File: src/brag_pkg.sv
// Package for the bit-reversed X write address generator
package brag_pkg;
  localparam logic [3:0] BRAG_OFF_CONTROL = 4'h0;
  localparam logic [3:0] BRAG_OFF_MODE = 4'h4;
  localparam logic [3:0] BRAG_OFF_STATUS = 4'h8;
  localparam logic [3:0] BRAG_OFF_REVWR = 4'hC;
  localparam logic [15:0] BRAG_CONTROL_RST = 16'h0000;
  localparam logic [15:0] BRAG_MODE_RST = 16'h00FF;
  localparam int BRAG_ENABLE_BIT = 15;
  localparam int BRAG_MOD_MSB = 14;
  localparam int BRAG_XWM_LSB = 0;
  localparam int BRAG_YWM_LSB = 4;
  localparam int BRAG_PSEL_LSB = 8;
  localparam int BRAG_XMODEN_BIT = 15;
  localparam logic [3:0] BRAG_SP_REG = 4'hF;

  typedef enum logic [2:0] {
    BRAG_AM_DIRECT = 3'h0,
    BRAG_AM_IND = 3'h1,
    BRAG_AM_POSTINC = 3'h2,
    BRAG_AM_POSTDEC = 3'h3,
    BRAG_AM_PREINC = 3'h4,
    BRAG_AM_PREDEC = 3'h5,
    BRAG_AM_REGOFF = 3'h6,
    BRAG_AM_LITOFF = 3'h7
  } brag_amode_e;

  typedef enum logic [1:0] {
    BRAG_ST_IDLE = 2'b01,
    BRAG_ST_ACK = 2'b10
  } brag_bus_e;

  // One X write request from the operand pipeline
  typedef struct packed {
    logic valid;
    logic is_byte;
    logic [3:0] wreg;
    brag_amode_e amode;
    logic [15:0] ptr;
    logic [15:0] offset;
  } brag_req_s;

  // Result towards the data memory and the pointer writeback
  typedef struct packed {
    logic valid;
    logic bitrev;
    logic [15:0] addr;
    logic wb_en;
    logic [15:0] wb_val;
  } brag_rsp_s;
endpackage : brag_pkg

File: src/brag_revadd.sv
// Reverse-carry adder: carries ripple from high word bits to low ones
`timescale 1ns/10ps
module brag_revadd
  import brag_pkg::*;
(
  input wire logic [15:0] i_ptr,
  input wire logic [14:0] i_mod,
  output logic [15:0] o_sum
);
  logic [15:0] mod_byte;
  logic [15:0] carry;
  logic [15:0] sum;
  assign mod_byte = {i_mod, 1'b0};
  assign carry[15] = 1'b0;
  assign sum[0] = 1'b0;
  genvar g;
  generate
    for (g = 15; g >= 1; g--) begin : g_bit
      assign sum[g] = i_ptr[g] ^ mod_byte[g] ^ carry[g];
      if (g > 1) begin : g_c
        assign carry[g-1] = (i_ptr[g] & mod_byte[g]) | (carry[g] & (i_ptr[g] ^ mod_byte[g]));
      end
    end
  endgenerate
  assign carry[0] = 1'b0;
  assign o_sum = sum;
endmodule : brag_revadd

File: src/brag_top.sv
// X write address generator with bit-reversed addressing and an Avalon-MM slave
`timescale 1ns/10ps
module brag_top
  import brag_pkg::*;
(
  input wire logic i_clk,
  input wire logic i_arst_n,
  input wire logic [3:0] i_avs_address,
  input wire logic i_avs_read,
  input wire logic i_avs_write,
  input wire logic [31:0] i_avs_writedata,
  output logic [31:0] o_avs_readdata,
  output logic o_avs_waitrequest,
  input wire brag_req_s i_req,
  input wire logic i_req_is_read,
  input wire logic [15:0] i_mod_addr,
  input wire logic i_mod_hit,
  output brag_rsp_s o_rsp,
  output logic o_xrd_modulo_en,
  output logic o_xwr_modulo_en
);
  logic [15:0] control_q;
  logic [15:0] mode_q;
  logic [15:0] revcnt_q;
  brag_bus_e bus_q;
  logic [31:0] rdata_q;
  brag_rsp_s rsp_q;

  // Bus decode
  wire bus_req = i_avs_read | i_avs_write;
  wire bus_done = (bus_q == BRAG_ST_ACK);
  wire wr_ctl = bus_done & i_avs_write & (i_avs_address == BRAG_OFF_CONTROL);
  wire wr_mode = bus_done & i_avs_write & (i_avs_address == BRAG_OFF_MODE);
  wire wr_cnt = bus_done & i_avs_write & (i_avs_address == BRAG_OFF_REVWR);
  assign o_avs_waitrequest = bus_req & ~bus_done;
  assign o_avs_readdata = rdata_q;

  // Enable decode
  wire [3:0] psel = mode_q[BRAG_PSEL_LSB +: 4];
  wire [3:0] xwm = mode_q[BRAG_XWM_LSB +: 4];
  wire psel_ok = (psel != BRAG_SP_REG);
  wire br_on = control_q[BRAG_ENABLE_BIT] & psel_ok;
  wire inc_mode = (i_req.amode == BRAG_AM_PREINC) | (i_req.amode == BRAG_AM_POSTINC);
  wire br_act = br_on & inc_mode & ~i_req.is_byte & ~i_req_is_read
                & (i_req.wreg == psel);
  wire xmod_on = mode_q[BRAG_XMODEN_BIT] & (xwm != BRAG_SP_REG);
  assign o_xrd_modulo_en = xmod_on;
  assign o_xwr_modulo_en = xmod_on & ~br_act;

  // Address paths
  logic [15:0] rev_sum;
  brag_revadd i_brag_revadd (
    .i_ptr(i_req.ptr),
    .i_mod(control_q[BRAG_MOD_MSB:0]),
    .o_sum(rev_sum)
  );
  wire [15:0] inc_ptr = i_req.ptr + i_req.offset;
  wire [15:0] dec_ptr = i_req.ptr - i_req.offset;
  wire pre_m = (i_req.amode == BRAG_AM_PREINC) | (i_req.amode == BRAG_AM_PREDEC);
  wire post_m = (i_req.amode == BRAG_AM_POSTINC) | (i_req.amode == BRAG_AM_POSTDEC);
  wire inc_dir = (i_req.amode == BRAG_AM_PREINC) | (i_req.amode == BRAG_AM_POSTINC);
  wire [15:0] mod_ptr = inc_dir ? inc_ptr : dec_ptr;
  wire [15:0] fixed_ptr = (o_xwr_modulo_en & i_mod_hit) ? i_mod_addr : mod_ptr;
  wire off_m = (i_req.amode == BRAG_AM_REGOFF) | (i_req.amode == BRAG_AM_LITOFF);
  wire [15:0] norm_addr = (pre_m | off_m) ? ((pre_m) ? fixed_ptr : inc_ptr) : i_req.ptr;
  wire [15:0] effective_addr = br_act ? rev_sum : norm_addr;
  wire [15:0] wb = br_act ? rev_sum : fixed_ptr;
  wire wb_en = pre_m | post_m;

  // Read mux
  logic [31:0] rmux;
  assign rmux = (i_avs_address == BRAG_OFF_CONTROL) ? {16'h0000, control_q} :
                (i_avs_address == BRAG_OFF_MODE) ? {16'h0000, mode_q} :
                (i_avs_address == BRAG_OFF_STATUS) ? {30'h0, br_act, br_on} :
                (i_avs_address == BRAG_OFF_REVWR) ? {16'h0000, revcnt_q} : 32'h00000000;

  always_ff @(posedge i_clk or negedge i_arst_n) begin
    if (!i_arst_n) begin
      bus_q <= BRAG_ST_IDLE;
      rdata_q <= 32'h00000000;
    end else begin
      unique case (bus_q)
        BRAG_ST_IDLE: begin
          if (bus_req) begin
            bus_q <= BRAG_ST_ACK;
            rdata_q <= rmux;
          end
        end
        BRAG_ST_ACK: begin
          bus_q <= BRAG_ST_IDLE;
        end
        default: bus_q <= BRAG_ST_IDLE;
      endcase
    end
  end

  always_ff @(posedge i_clk or negedge i_arst_n) begin
    if (!i_arst_n) begin
      control_q <= BRAG_CONTROL_RST;
      mode_q <= BRAG_MODE_RST;
    end else begin
      if (wr_ctl) control_q <= i_avs_writedata[15:0];
      if (wr_mode) mode_q <= i_avs_writedata[15:0];
    end
  end

  // Count of bit-reversed writes; hardware increment wins over software clear
  always_ff @(posedge i_clk or negedge i_arst_n) begin
    if (!i_arst_n) begin
      revcnt_q <= 16'h0000;
    end else if (i_req.valid & br_act) begin
      revcnt_q <= revcnt_q + 16'h0001;
    end else if (wr_cnt) begin
      revcnt_q <= 16'h0000;
    end
  end

  always_ff @(posedge i_clk or negedge i_arst_n) begin
    if (!i_arst_n) begin
      rsp_q <= '0;
    end else begin
      rsp_q.valid <= i_req.valid;
      rsp_q.bitrev <= i_req.valid & br_act;
      rsp_q.addr <= effective_addr;
      rsp_q.wb_en <= i_req.valid & wb_en;
      rsp_q.wb_val <= wb;
    end
  end
  assign o_rsp = rsp_q;

  // Next address of a 16-word buffer: mirror the word index, add one, mirror back
  wire [3:0] idx_rev = {i_req.ptr[1], i_req.ptr[2], i_req.ptr[3], i_req.ptr[4]};
  wire [3:0] idx_rev_nxt = idx_rev + 4'h1;
  wire [15:0] mirror_nxt = {i_req.ptr[15:5], idx_rev_nxt[0], idx_rev_nxt[1], idx_rev_nxt[2],
                            idx_rev_nxt[3], 1'b0};
endmodule : brag_top

File: config.mk
export PLATFORM = sky130hd
export DESIGN_NAME = brag_top
export DESIGN_NICKNAME = d
export VERILOG_FILES = /design/src/brag_pkg.sv /design/src/brag_revadd.sv /design/src/brag_top.sv
export SDC_FILE = /design/constraint.sdc
export NUM_CORES = 1
export LEC_CHECK = 0
export BUFFER_PORTS_ARGS = -buffer_cell sky130_fd_sc_hd__buf_2
export CAP_MARGIN = 20
export CELL_PAD_IN_SITES_DETAIL_PLACEMENT = 0
export CELL_PAD_IN_SITES_GLOBAL_PLACEMENT = 1
export CORE_UTILIZATION = 41
export CTS_CLUSTER_DIAMETER = 120
export DETAILED_ROUTE_END_ITERATION = 8
export PLACE_DENSITY_LB_ADDON = 0.1
export RECOVER_POWER = 100
export SYNTH_ARGS = -nofsm -noshare
export SYNTH_HDL_FRONTEND = slang
export SYNTH_SLANG_ARGS = --single-unit
export TNS_END_PERCENT = 20
File: constraint.sdc
create_clock -name i_clk -period 7.87 [get_ports i_clk]
set_clock_uncertainty 0.1 [all_clocks]
set_input_delay 0.3935 -clock i_clk [delete_from_list [all_inputs] [get_ports i_clk]]
set_output_delay 0.3935 -clock i_clk [all_outputs]
set_load 0.1 [all_outputs]
==> results of run 1 <==
layout make-up:
type	instances	area share, %
multi-input cells	570	50.5
flip-flops and latches	101	32.2
repair buffers	144	8.24
well taps	220	3.49
clock buffers	11	3.08
inverters	32	1.52
clock inverters	4	0.921
diodes	1	0.0318
registers in the layout (all words and copies together) (netlist names):
name	flops
o_rsp	35
control_q	16
bus_q	2
revcnt_q	16
o_avs_readdata	16
mode_q	16
power by group through the flow:
stage | logic, mW | registers, mW | clock network, mW
2_1_floorplan | 0.371 | 0.928 | 0
3_3_place_gp | 0.804 | 0.663 | 0
5_1_grt | 0.854 | 0.665 | 0.506
6_report | 0.794 | 0.656 | 0.473
4_1_cts | 0.815 | 0.655 | 0.485
3_5_place_dp | 0.813 | 0.663 | 0
cells in the final DEF, fill, tap and decap left out, drive strengths merged, types with 5 or more instances in the layout:
cell type / n
nand4: 9
nand3: 16
nand2: 82
o21a: 5
o31ai: 7
o21ai: 64
nor3: 15
mux2i: 23
a211oi: 5
xor2: 6
a221oi: 5
clkbuf: 74
a21oi: 36
and2: 9
ha: 32
nor2b: 9
dfrtp: 92
a22o: 17
dfstp: 9
mux2: 32
a31oi: 12
conb: 16
and3: 11
o211ai: 8
fa: 15
inv: 32
nor2: 53
buf: 80
xnor2: 26
Yosys cell counts (3+ instances only):
library cell,count
dfrtp_1,92
nand2_1,81
o21ai_0,62
nor2_1,53
a21oi_1,36
ha_1,32
mux2_2,32
inv_1,31
clkbuf_1,29
xnor2_1,26
mux2i_1,23
a22o_1,17
buf_4,17
nand3_1,16
fa_1,15
nor3_1,15
a31oi_1,12
and3_1,11
buf_2,11
dfstp_2,9
nand4_1,9
nor2b_1,9
and2_1,8
o211ai_1,8
o31ai_1,7
xor2_1,6
a211oi_1,5
o21a_1,5
a211o_1,4
a221oi_1,4
nand3b_1,4
o21bai_1,4
a21o_1,3
a22oi_1,3
o41ai_1,3
or2_2,3
or3_1,3
how the worst max path moves through the flow:
stage,from,end,slack (ps),depth (start not counted)
2_1_floorplan,i_req[31],o_rsp[18]$_DFF_PN0_,1680,17
3_3_place_gp,i_req[31],o_rsp[18]$_DFF_PN0_,1380,18
3_5_place_dp,i_req[31],o_rsp[18]$_DFF_PN0_,1260,18
4_1_cts,control_q[14]$_DFFE_PN0P_,o_rsp[18]$_DFF_PN0_,1410,17
5_1_grt,control_q[14]$_DFFE_PN0P_,o_rsp[18]$_DFF_PN0_,1130,17
6_report,control_q[14]$_DFFE_PN0P_,o_rsp[18]$_DFF_PN0_,1430,17
worst max-delay path: stages (launching register included):
cell and delay [ps]:
dfrtp_1 410, ha_1 210, fa_1 390, fa_1 390
fa_1 390, fa_1 390, fa_1 390, fa_1 380
fa_1 380, fa_1 390, fa_1 390, fa_1 390
fa_1 390, fa_1 390, fa_1 380, xor2_1 180
xnor2_1 170, o221ai_1 140
metal layers:
layer	routed length, um	vias to the layer above	share of wire (%)	track usage [%]
met5	0	-	0	0
met4	179	0	0.91	3.88
met2	9170	189	46	37.9
li1	-	2847	-	-
met1	9300	2868	47	32.7
met3	1080	13	5.5	4.50
metrics by stage:
| step | instance area (um2) | hold slack, ps | instances |
|---|---|---|---|
| final | 7880 | 132 | 1083 |
| after global routing | 7880 | 136 | 1082 |
| after CTS | 8000 | 101 | 1082 |
| after detailed placement | 7670 | 266 | 1066 |
| after global placement | 7670 | 252 | 1066 |
| after floorplan | 6970 | -2.09 | 764 |
logic make-up (layout without fill, tap and decap cells):
kind of cell / count (synthesis) / count (layout) / share of synthesized area (%)
buf+inv: 93 / 191 / 6.39
xor+xnor: 32 / 32 / 4.05
simple gates: 221 / 221 / 14.8
other cells: 1 / 17 / 0.0542
mux: 57 / 57 / 9.19
fa+ha+maj: 47 / 47 / 10.1
compound gates: 197 / 197 / 18.7
flops: 101 / 101 / 36.7
==> results_dict.tcl, run 1 <==
set metrics [dict create \
    status "finished with violations" \
    violations "capacitance limit, slew limit" \
    yosysSeqAreaShare_pct 36.7 \
    start_util_pct 41.8 \
    grt_max_degree 69 \
    final_core_util_pct 47.7 \
    ctsHtreeMaxLevel 3 \
    wirelength_um 19700 \
    r2r_end "o_rsp[18]$_DFF_PN0_" \
    die_x_um 132 \
    hold_end "o_rsp[34]$_DFF_PN0_" \
    max-slew-margin-rel_pct -143 \
    clk_latency_ps 340 \
    reg2reg_from "control_q[14]$_DFFE_PN0P_" \
    clk_pin_slew_ps 70 \
    worstPathArrival_ps 6500 \
    period_needed_ps 6440 \
    fillers 1644 \
    drive_above_1_share_pct 16.6 \
    min-delay-start "i_req[40]" \
    detailedRoute.firstIterationViolations 418 \
    hold_buffers 1 \
    cts.repair.resized 0 \
    postSynthAreaPerCell_um2 9.23 \
    area_growth_pct 14.0 \
    route.detailed.wl_per_inst_um 18.2 \
    ys_warn_count 0 \
    ios 169 \
    required_ps 7920 \
    fin_ws_ps 1430 \
    synth_edf_count 0 \
    regArea_mm2 0.00254 \
    die_h_um 132 \
    core-area_mm2 0.0165 \
    start_kind "flip-flop" \
    viasPerCell 5.46 \
    clock_path_buffers 2 \
    overflow 0 \
    cts_sinks 101 \
    rsz0062_at_grt "false" \
    cts_root_buf "clkbuf_16" \
    max_freq_mhz 155 \
    yosysTopAreaCellShare_pct 33.3 \
    cts_setup_buffers 0 \
    grt_pass1_vias 5894 \
    worstSetupPathType "reg2reg" \
    synth_area_mm2 0.00691 \
    worstMarginPinSlew_ps 3640 \
    yosysTopAreaCell "dfrtp_1" \
    swShare_pct 43.6 \
    dr.pass1.iters 5 \
    dp_hpwl_um 15400 \
    worstRegToRegCells 17 \
    reg2reg_slack_ps 1430 \
    maxCapViolations 2 \
    routabilityCongestion 0.888 \
    internal-power_mw 1.08 \
    cts_made_buffers 9 \
    hold_depth 1 \
    synth_area_leaders "dfrtp_1, ha_1, mux2_2" \
    pre_cts_ws_ps 1260 \
    cp_max_fo 3 \
    antenna_found_initial 0 \
    drv_slew 104 \
    io_buffer_count 136 \
    setup_viol 0 \
    setup_tns_ps 0 \
    p_seq_share_pct 34.1 \
    grt.total_usage_pct 23.3 \
    p_total_mw 1.92 \
    grt_pass1_wl_um 31800 \
    vias 5917 \
    rows 47 \
    multi_input_area_mm2 0.00398 \
    irDropWorstVdd_uv 156 \
    async_flop_share_pct 100 \
    die-area_mm2 0.0174 \
    drc 0 \
    cts_tree "yes" \
    p_comb_share_pct 41.3 \
    min_period_over_period_pct 81.9 \
    ys_seq_elements 101 \
    critPathCaptureType "flip-flop" \
    ys_types 68 \
    p_leak_nw 3.65 \
    nets 1004 \
    switching_power_mw 0.839 \
    synth_flop_cell "dfrtp_1" \
    finalHoldViolations 0 \
    clkPwrFrac_pct 24.6 \
    antenna_left 0 \
    p_per_area_mw_per_mm2 244 \
    synthCells 749 \
    hp-class "in2reg" \
]
Power figures use the tool's default switching activity.
==> inputs of run 2 (changes only) <==
--- a/config.mk
+++ b/config.mk
@@ -9,7 +9,7 @@
 export CAP_MARGIN = 20
 export CELL_PAD_IN_SITES_DETAIL_PLACEMENT = 0
 export CELL_PAD_IN_SITES_GLOBAL_PLACEMENT = 1
-export CORE_UTILIZATION = 41
+export CORE_UTILIZATION = 37
 export CTS_CLUSTER_DIAMETER = 120
 export DETAILED_ROUTE_END_ITERATION = 8
 export PLACE_DENSITY_LB_ADDON = 0.1
==> constraint.sdc (replaced) <==
create_clock -name i_clk -period 5.84 [get_ports i_clk]
set_clock_uncertainty 0.1 [all_clocks]
set_input_delay 0.292 -clock i_clk [delete_from_list [all_inputs] [get_ports i_clk]]
set_output_delay 0.292 -clock i_clk [all_outputs]
set_load 0.1 [all_outputs]
==> run 2 against run 1 <==
Against the previous run:
- critical path type unchanged
- clock power is 42% higher
- largest cell class unchanged
- the flow finishes with violations (DRC, capacitance limit, slew limit)
- cell area rose by 1.5%
- utilization down 3.6 points
- sequential share of layout area shrank 0.48 points
- largest power group unchanged
- critical path depth unchanged
==> results_dict.tcl, run 2 (same netlist as run 1, synthesis figures left out) <==
set metrics [dict create \
    status "finished with violations" \
    violations "DRC, capacitance limit, slew limit" \
    final_cell_mix "dfrtp_1, nand2_1, buf_2" \
    min-delay-start "i_req[40]" \
    cp_slowest_cell "dfrtp_1" \
    critPathCaptureType "flip-flop" \
    cts_root_buf "clkbuf_16" \
    p_per_area_mw_per_mm2 332 \
    fin_ws_ps 55.8 \
    die-area_mm2 0.0192 \
    worstMarginPinSlew_ps 2230 \
    max_freq_mhz 173 \
    p_seq_share_pct 33.4 \
    internal-power_mw 1.51 \
    route.detailed.wl_per_inst_um 18.8 \
    rsz0062_at_grt "true" \
    critical_path_buf_inv_count 0 \
    crit_start "control_q[14]$_DFFE_PN0P_" \
    cpMostUsedCell "fa_2" \
    clk_latency_ps 340 \
    drc 11 \
    vias 6044 \
    die_h_um 139 \
    fillers 1819 \
    cp_top_family "adder cells" \
    cp_max_fo 2 \
    dp_hpwl_um 16200 \
    grt_max_degree 64 \
    grt_pass1_wl_um 33000 \
    cts_made_buffers 9 \
    antenna_left 0 \
    required_ps 5940 \
    die_x_um 139 \
    start_kind "flip-flop" \
    dr.pass1.iters 7 \
    min_period_over_period_pct 99.0 \
    cp_cell_sequence "ha_2 -> fa_2 -> fa_2 -> fa_2 -> fa_2 -> fa_2 -> fa_2 -> fa_2 -> fa_2 -> fa_2 -> fa_2 -> fa_2 -> fa_2 -> fa_2 -> xor2_1 -> xnor2_1 -> o221ai_1" \
    final_common_cell "dfrtp_1" \
    cts_sinks 101 \
    routabilityCongestion 0.849 \
    routed-wl-met2_um 9520 \
    period_needed_ps 5780 \
    clock_path_buffers 2 \
    cts_setup_buffers 0 \
    drive_above_1_share_pct 19.4 \
    worstSetupPathType "reg2reg" \
    area_growth_pct 15.7 \
    grt_pass1_vias 6083 \
    viasPerCell 5.51 \
    ctsHtreeMaxLevel 3 \
    p_comb_share_pct 41.3 \
    critPathMaxStageDelay_ps 390 \
    detailedRoute.firstIterationViolations 448 \
    core-area_mm2 0.0181 \
    cts_tree "yes" \
    irDropWorstVdd_uv 208 \
    regArea_mm2 0.00254 \
    grt.total_usage_pct 21.9 \
    largest_register_ffs 35 \
    swShare_pct 43.3 \
    setup_viol 0 \
    antenna_cells 0 \
    hp-class "in2reg" \
    drv_slew 138 \
    maxCapViolations 3 \
    highest_layer "met4" \
    finalHoldViolations 0 \
    worstPathArrival_ps 5880 \
    rows 49 \
    wl_met1_um 9480 \
    nets 1009 \
    start_util_pct 38.1 \
    antenna_found_initial 0 \
    p_total_mw 2.65 \
    multi_input_area_mm2 0.00403 \
    overflow 0 \
    p_leak_nw 3.68 \
    ios 169 \
    max-slew-margin-rel_pct -48.8 \
    clkPwrFrac_pct 25.4 \
    clk_pin_slew_ps 70 \
    switching_power_mw 1.15 \
    dr_wl_met3_um 1350 \
    io_buffer_count 136 \
    reg2reg_from "control_q[14]$_DFFE_PN0P_" \
    pre_cts_ws_ps -278 \
    wirelength_um 20700 \
]
[run 2: worst paths after layout]
kind	to	slack (ps)	cells after the start
max reg2reg	o_rsp[18]$_DFF_PN0_	60	17
max	o_rsp[18]$_DFF_PN0_	60	17
max in group asynchronous	o_rsp[16]$_DFF_PN0_	2070	3
min reg2reg	o_avs_readdata[11]$_DFFE_PN0P_	400	1
min in group asynchronous	control_q[13]$_DFFE_PN0P_	1050	2
min	o_rsp[34]$_DFF_PN0_	30	1
[run 2: final cells by class]
type / count / share of cell area (%)
repair buffers: 149 / 8.65
flip-flops and latches: 101 / 31.7
inverters: 32 / 1.50
multi-input cells: 570 / 50.4
well taps: 229 / 3.58
clock buffers: 11 / 2.91
clock inverters: 5 / 1.25
[run 2: metrics by stage]
step	TNS, ps	hold slack [ps]	utilization [%]	instance area [um2]	cells
final	0	28.1	44.1	8000	1097
after global routing	-395	30.5	44.1	8000	1097
after CTS	0	0.161	44.6	8090	1097
after detailed placement	-520	213	42.7	7740	1080
after global placement	-283	199	42.7	7740	1080
after floorplan	0	-104	-	6990	764
[run 2: power groups by stage]
stage | Clock [mW] | Combinational [mW] | Sequential, mW
3_3_place_gp | 0 | 1.11 | 0.894
4_1_cts | 0.687 | 1.12 | 0.886
5_1_grt | 0.714 | 1.17 | 0.900
2_1_floorplan | 0 | 0.504 | 1.25
6_report | 0.673 | 1.10 | 0.885
3_5_place_dp | 0 | 1.12 | 0.896
[run 2: per-layer routing]
metal | global-route usage (%) | vias to the layer above
li1 | - | 2853
met4 | 4.85 | 0
met5 | 0 | -
met2 | 35.9 | 219
met1 | 30.3 | 2951
met3 | 3.90 | 21
[run 2: timing repair]
action                                 CTS  global route
setup endpoints to repair                2             2
pin swaps                                2             0
endpoints found under the hold margin   38             0
hold buffers                             1             0
gates resized for setup                  4             1
==> inputs of run 3 (changes only) <==
--- a/config.mk
+++ b/config.mk
@@ -9,6 +9,7 @@
 export CAP_MARGIN = 20
 export CELL_PAD_IN_SITES_DETAIL_PLACEMENT = 0
 export CELL_PAD_IN_SITES_GLOBAL_PLACEMENT = 1
+export CORE_ASPECT_RATIO = 1.1
 export CORE_UTILIZATION = 37
 export CTS_CLUSTER_DIAMETER = 120
 export DETAILED_ROUTE_END_ITERATION = 8
==> run 3 against run 2 <==
Against the previous run:
- final cell count rose by 1.5%
- via count grew 0.36%
- clock power shrank 9.2%
- the flow finishes with violations (capacitance limit, slew limit, setup timing)
- combinational power about the same
- global-route usage grew 0.70 points
- largest cell class unchanged
==> results_dict.tcl, run 3 (same netlist as run 1, synthesis figures left out) <==
set metrics [dict create \
    clock_path_buffers 2 \
    start_kind "flip-flop" \
    dp_hpwl_um 16300 \
    grt_pass1_wl_um 33900 \
    routabilityCongestion 0.911 \
    path_depth 17 \
    wirelength_um 21200 \
    critical_path_buf_inv_count 0 \
    antenna_left 0 \
    rows 52 \
    dp.cells 1094 \
    p_per_area_mw_per_mm2 326 \
    max_freq_mhz 170 \
    die_h_um 145 \
    p_leak_nw 3.66 \
    cpMostUsedCell "fa_2" \
    final_cell_mix "dfrtp_1, nand2_1, buf_2" \
    reg2reg_slack_ps -40 \
    grt_pass1_vias 6194 \
    finalHoldViolations 0 \
    overflow 0 \
    critPathCaptureType "flip-flop" \
    core-area_mm2 0.0183 \
    max-slew-margin-rel_pct -22.5 \
    hold_depth 2 \
    cts_made_buffers 9 \
    largest_register_ffs 35 \
    worstRegToRegCells 17 \
    required_ps 5950 \
    worstPathArrival_ps 5990 \
    irDropWorstVdd_uv 207 \
    internal-power_mw 1.43 \
    worstMarginPinSlew_ps 1840 \
    swShare_pct 45.1 \
    worstSetupPathType "reg2reg" \
    maxCapViolations 3 \
    io_buffer_count 136 \
    ctsHtreeMaxLevel 3 \
    detailedRoute.firstIterationViolations 346 \
    setup_tns_ps -44.6 \
    antenna_found_initial 0 \
    drc 0 \
    drv_slew 138 \
    postLayoutCellArea_mm2 0.00799 \
    setup_viol 2 \
    final_cells 1113 \
    period_needed_ps 5880 \
    status "finished with violations" \
    vias 6066 \
    cts_root_buf "clkbuf_16" \
    antenna_cells 0 \
    critPathMaxStageDelay_ps 390 \
    nets 1011 \
    cp_max_fo 2 \
    p_seq_share_pct 33.9 \
    p_comb_share_pct 42.6 \
    violations "capacitance limit, slew limit, setup timing" \
    fin_ws_ps -42.7 \
    rsz0062_at_grt "true" \
    grt_max_degree 74 \
    hp-class "in2reg" \
    ios 169 \
    clk_pin_slew_ps 70 \
    cp_slowest_cell "dfrtp_1" \
    route.detailed.wl_per_inst_um 19.0 \
    min_period_over_period_pct 101 \
    dr.pass1.iters 6 \
    place_area_mm2 0.00776 \
    drive_above_1_share_pct 19.2 \
    clk_latency_ps 350 \
    final_common_cell "dfrtp_1" \
    area_growth_pct 15.5 \
    cp_cell_sequence "ha_2 -> fa_2 -> fa_2 -> fa_2 -> fa_2 -> fa_2 -> fa_2 -> fa_2 -> fa_2 -> fa_2 -> fa_2 -> fa_2 -> fa_2 -> fa_2 -> xor2_1 -> xnor2_1 -> o221ai_1" \
    cts_tree "yes" \
    switching_power_mw 1.17 \
    viasPerCell 5.45 \
    grt.total_usage_pct 22.6 \
    die_x_um 132 \
    start_util_pct 37.7 \
    clkPwrFrac_pct 23.5 \
    die-area_mm2 0.0192 \
    cp_top_family "adder cells" \
    cts_sinks 101 \
]
## run 3: cell types whose count changed in the layout (fill, tap and decap cells not counted), sizes merged
cell         change
clkbuf           +1
clkinv           -2
buf              +1
dlygate4sd3      +1
bufinv           -2
inv              +2
clkinvlp         +1
## run 3: area by class of cell
class                      instances  area, um2
timing repair buffer             151        709
inverter                          32        120
fill                            1889      10400
clock buffer                      12        236
clock inverter                     4       55.1
tap                              243        304
sequential                       101       2540
multi-input combinational        570       4020
## run 3: metrics by stage
step	util [%]	setup slack, ps	power, mW	hold WS (ps)
after detailed placement	42.3	-293	2.02	153
after global placement	42.3	-211	2.00	154
after global routing	43.5	-173	2.74	87.7
after CTS	44.1	-50.9	2.64	80.6
final	43.5	-42.7	2.60	90.7
after floorplan	-	15.7	1.76	-104
## run 3: worst paths after layout
check,start,to
hold reg to reg,o_avs_readdata[0]$_DFFE_PN0P_,o_avs_readdata[0]$_DFFE_PN0P_
hold / removal,i_avs_writedata[2],mode_q[2]$_DFFE_PN1P_
max in group asynchronous,i_arst_n,o_rsp[17]$_DFF_PN0_
setup reg to reg,control_q[14]$_DFFE_PN0P_,o_rsp[18]$_DFF_PN0_
min in group asynchronous,i_arst_n,o_rsp[12]$_DFF_PN0_
setup / recovery,control_q[14]$_DFFE_PN0P_,o_rsp[18]$_DFF_PN0_
## run 3: what timing repair did
item	in CTS	in global routing
setup buffers	0	1
setup endpoints to repair	3	2
pin swaps	1	1
gates resized for setup	6	0
hold buffers	2	0
hold endpoints to repair	29	0
cloned	0	0
## run 3: layer usage
| layer | part of all wire (%) | global-route usage [%] |
|---|---|---|
| met4 | 2.8 | 7.41 |
| met5 | 0 | 0 |
| met3 | 4.7 | 3.24 |
| met1 | 44 | 29.7 |
| met2 | 49 | 38.3 |
## run 3: worst reg2reg max path, delay by kind of cell, from the launching register on
family | cells | cell delay, ps
AO/OA/AOI/OAI | 1 | 140
XOR/XNOR | 2 | 390
adder cells (fa/ha/maj) | 14 | 4720
flip-flops | 1 | 390
## run 3: power groups by stage
stage | Combinational (mW) | Sequential (mW) | Clock [mW]
final | 1.11 | 0.884 | 0.611
after detailed placement | 1.12 | 0.897 | 0
after floorplan | 0.504 | 1.25 | 0
after CTS | 1.13 | 0.884 | 0.626
after global routing | 1.18 | 0.898 | 0.657
after global placement | 1.11 | 0.891 | 0
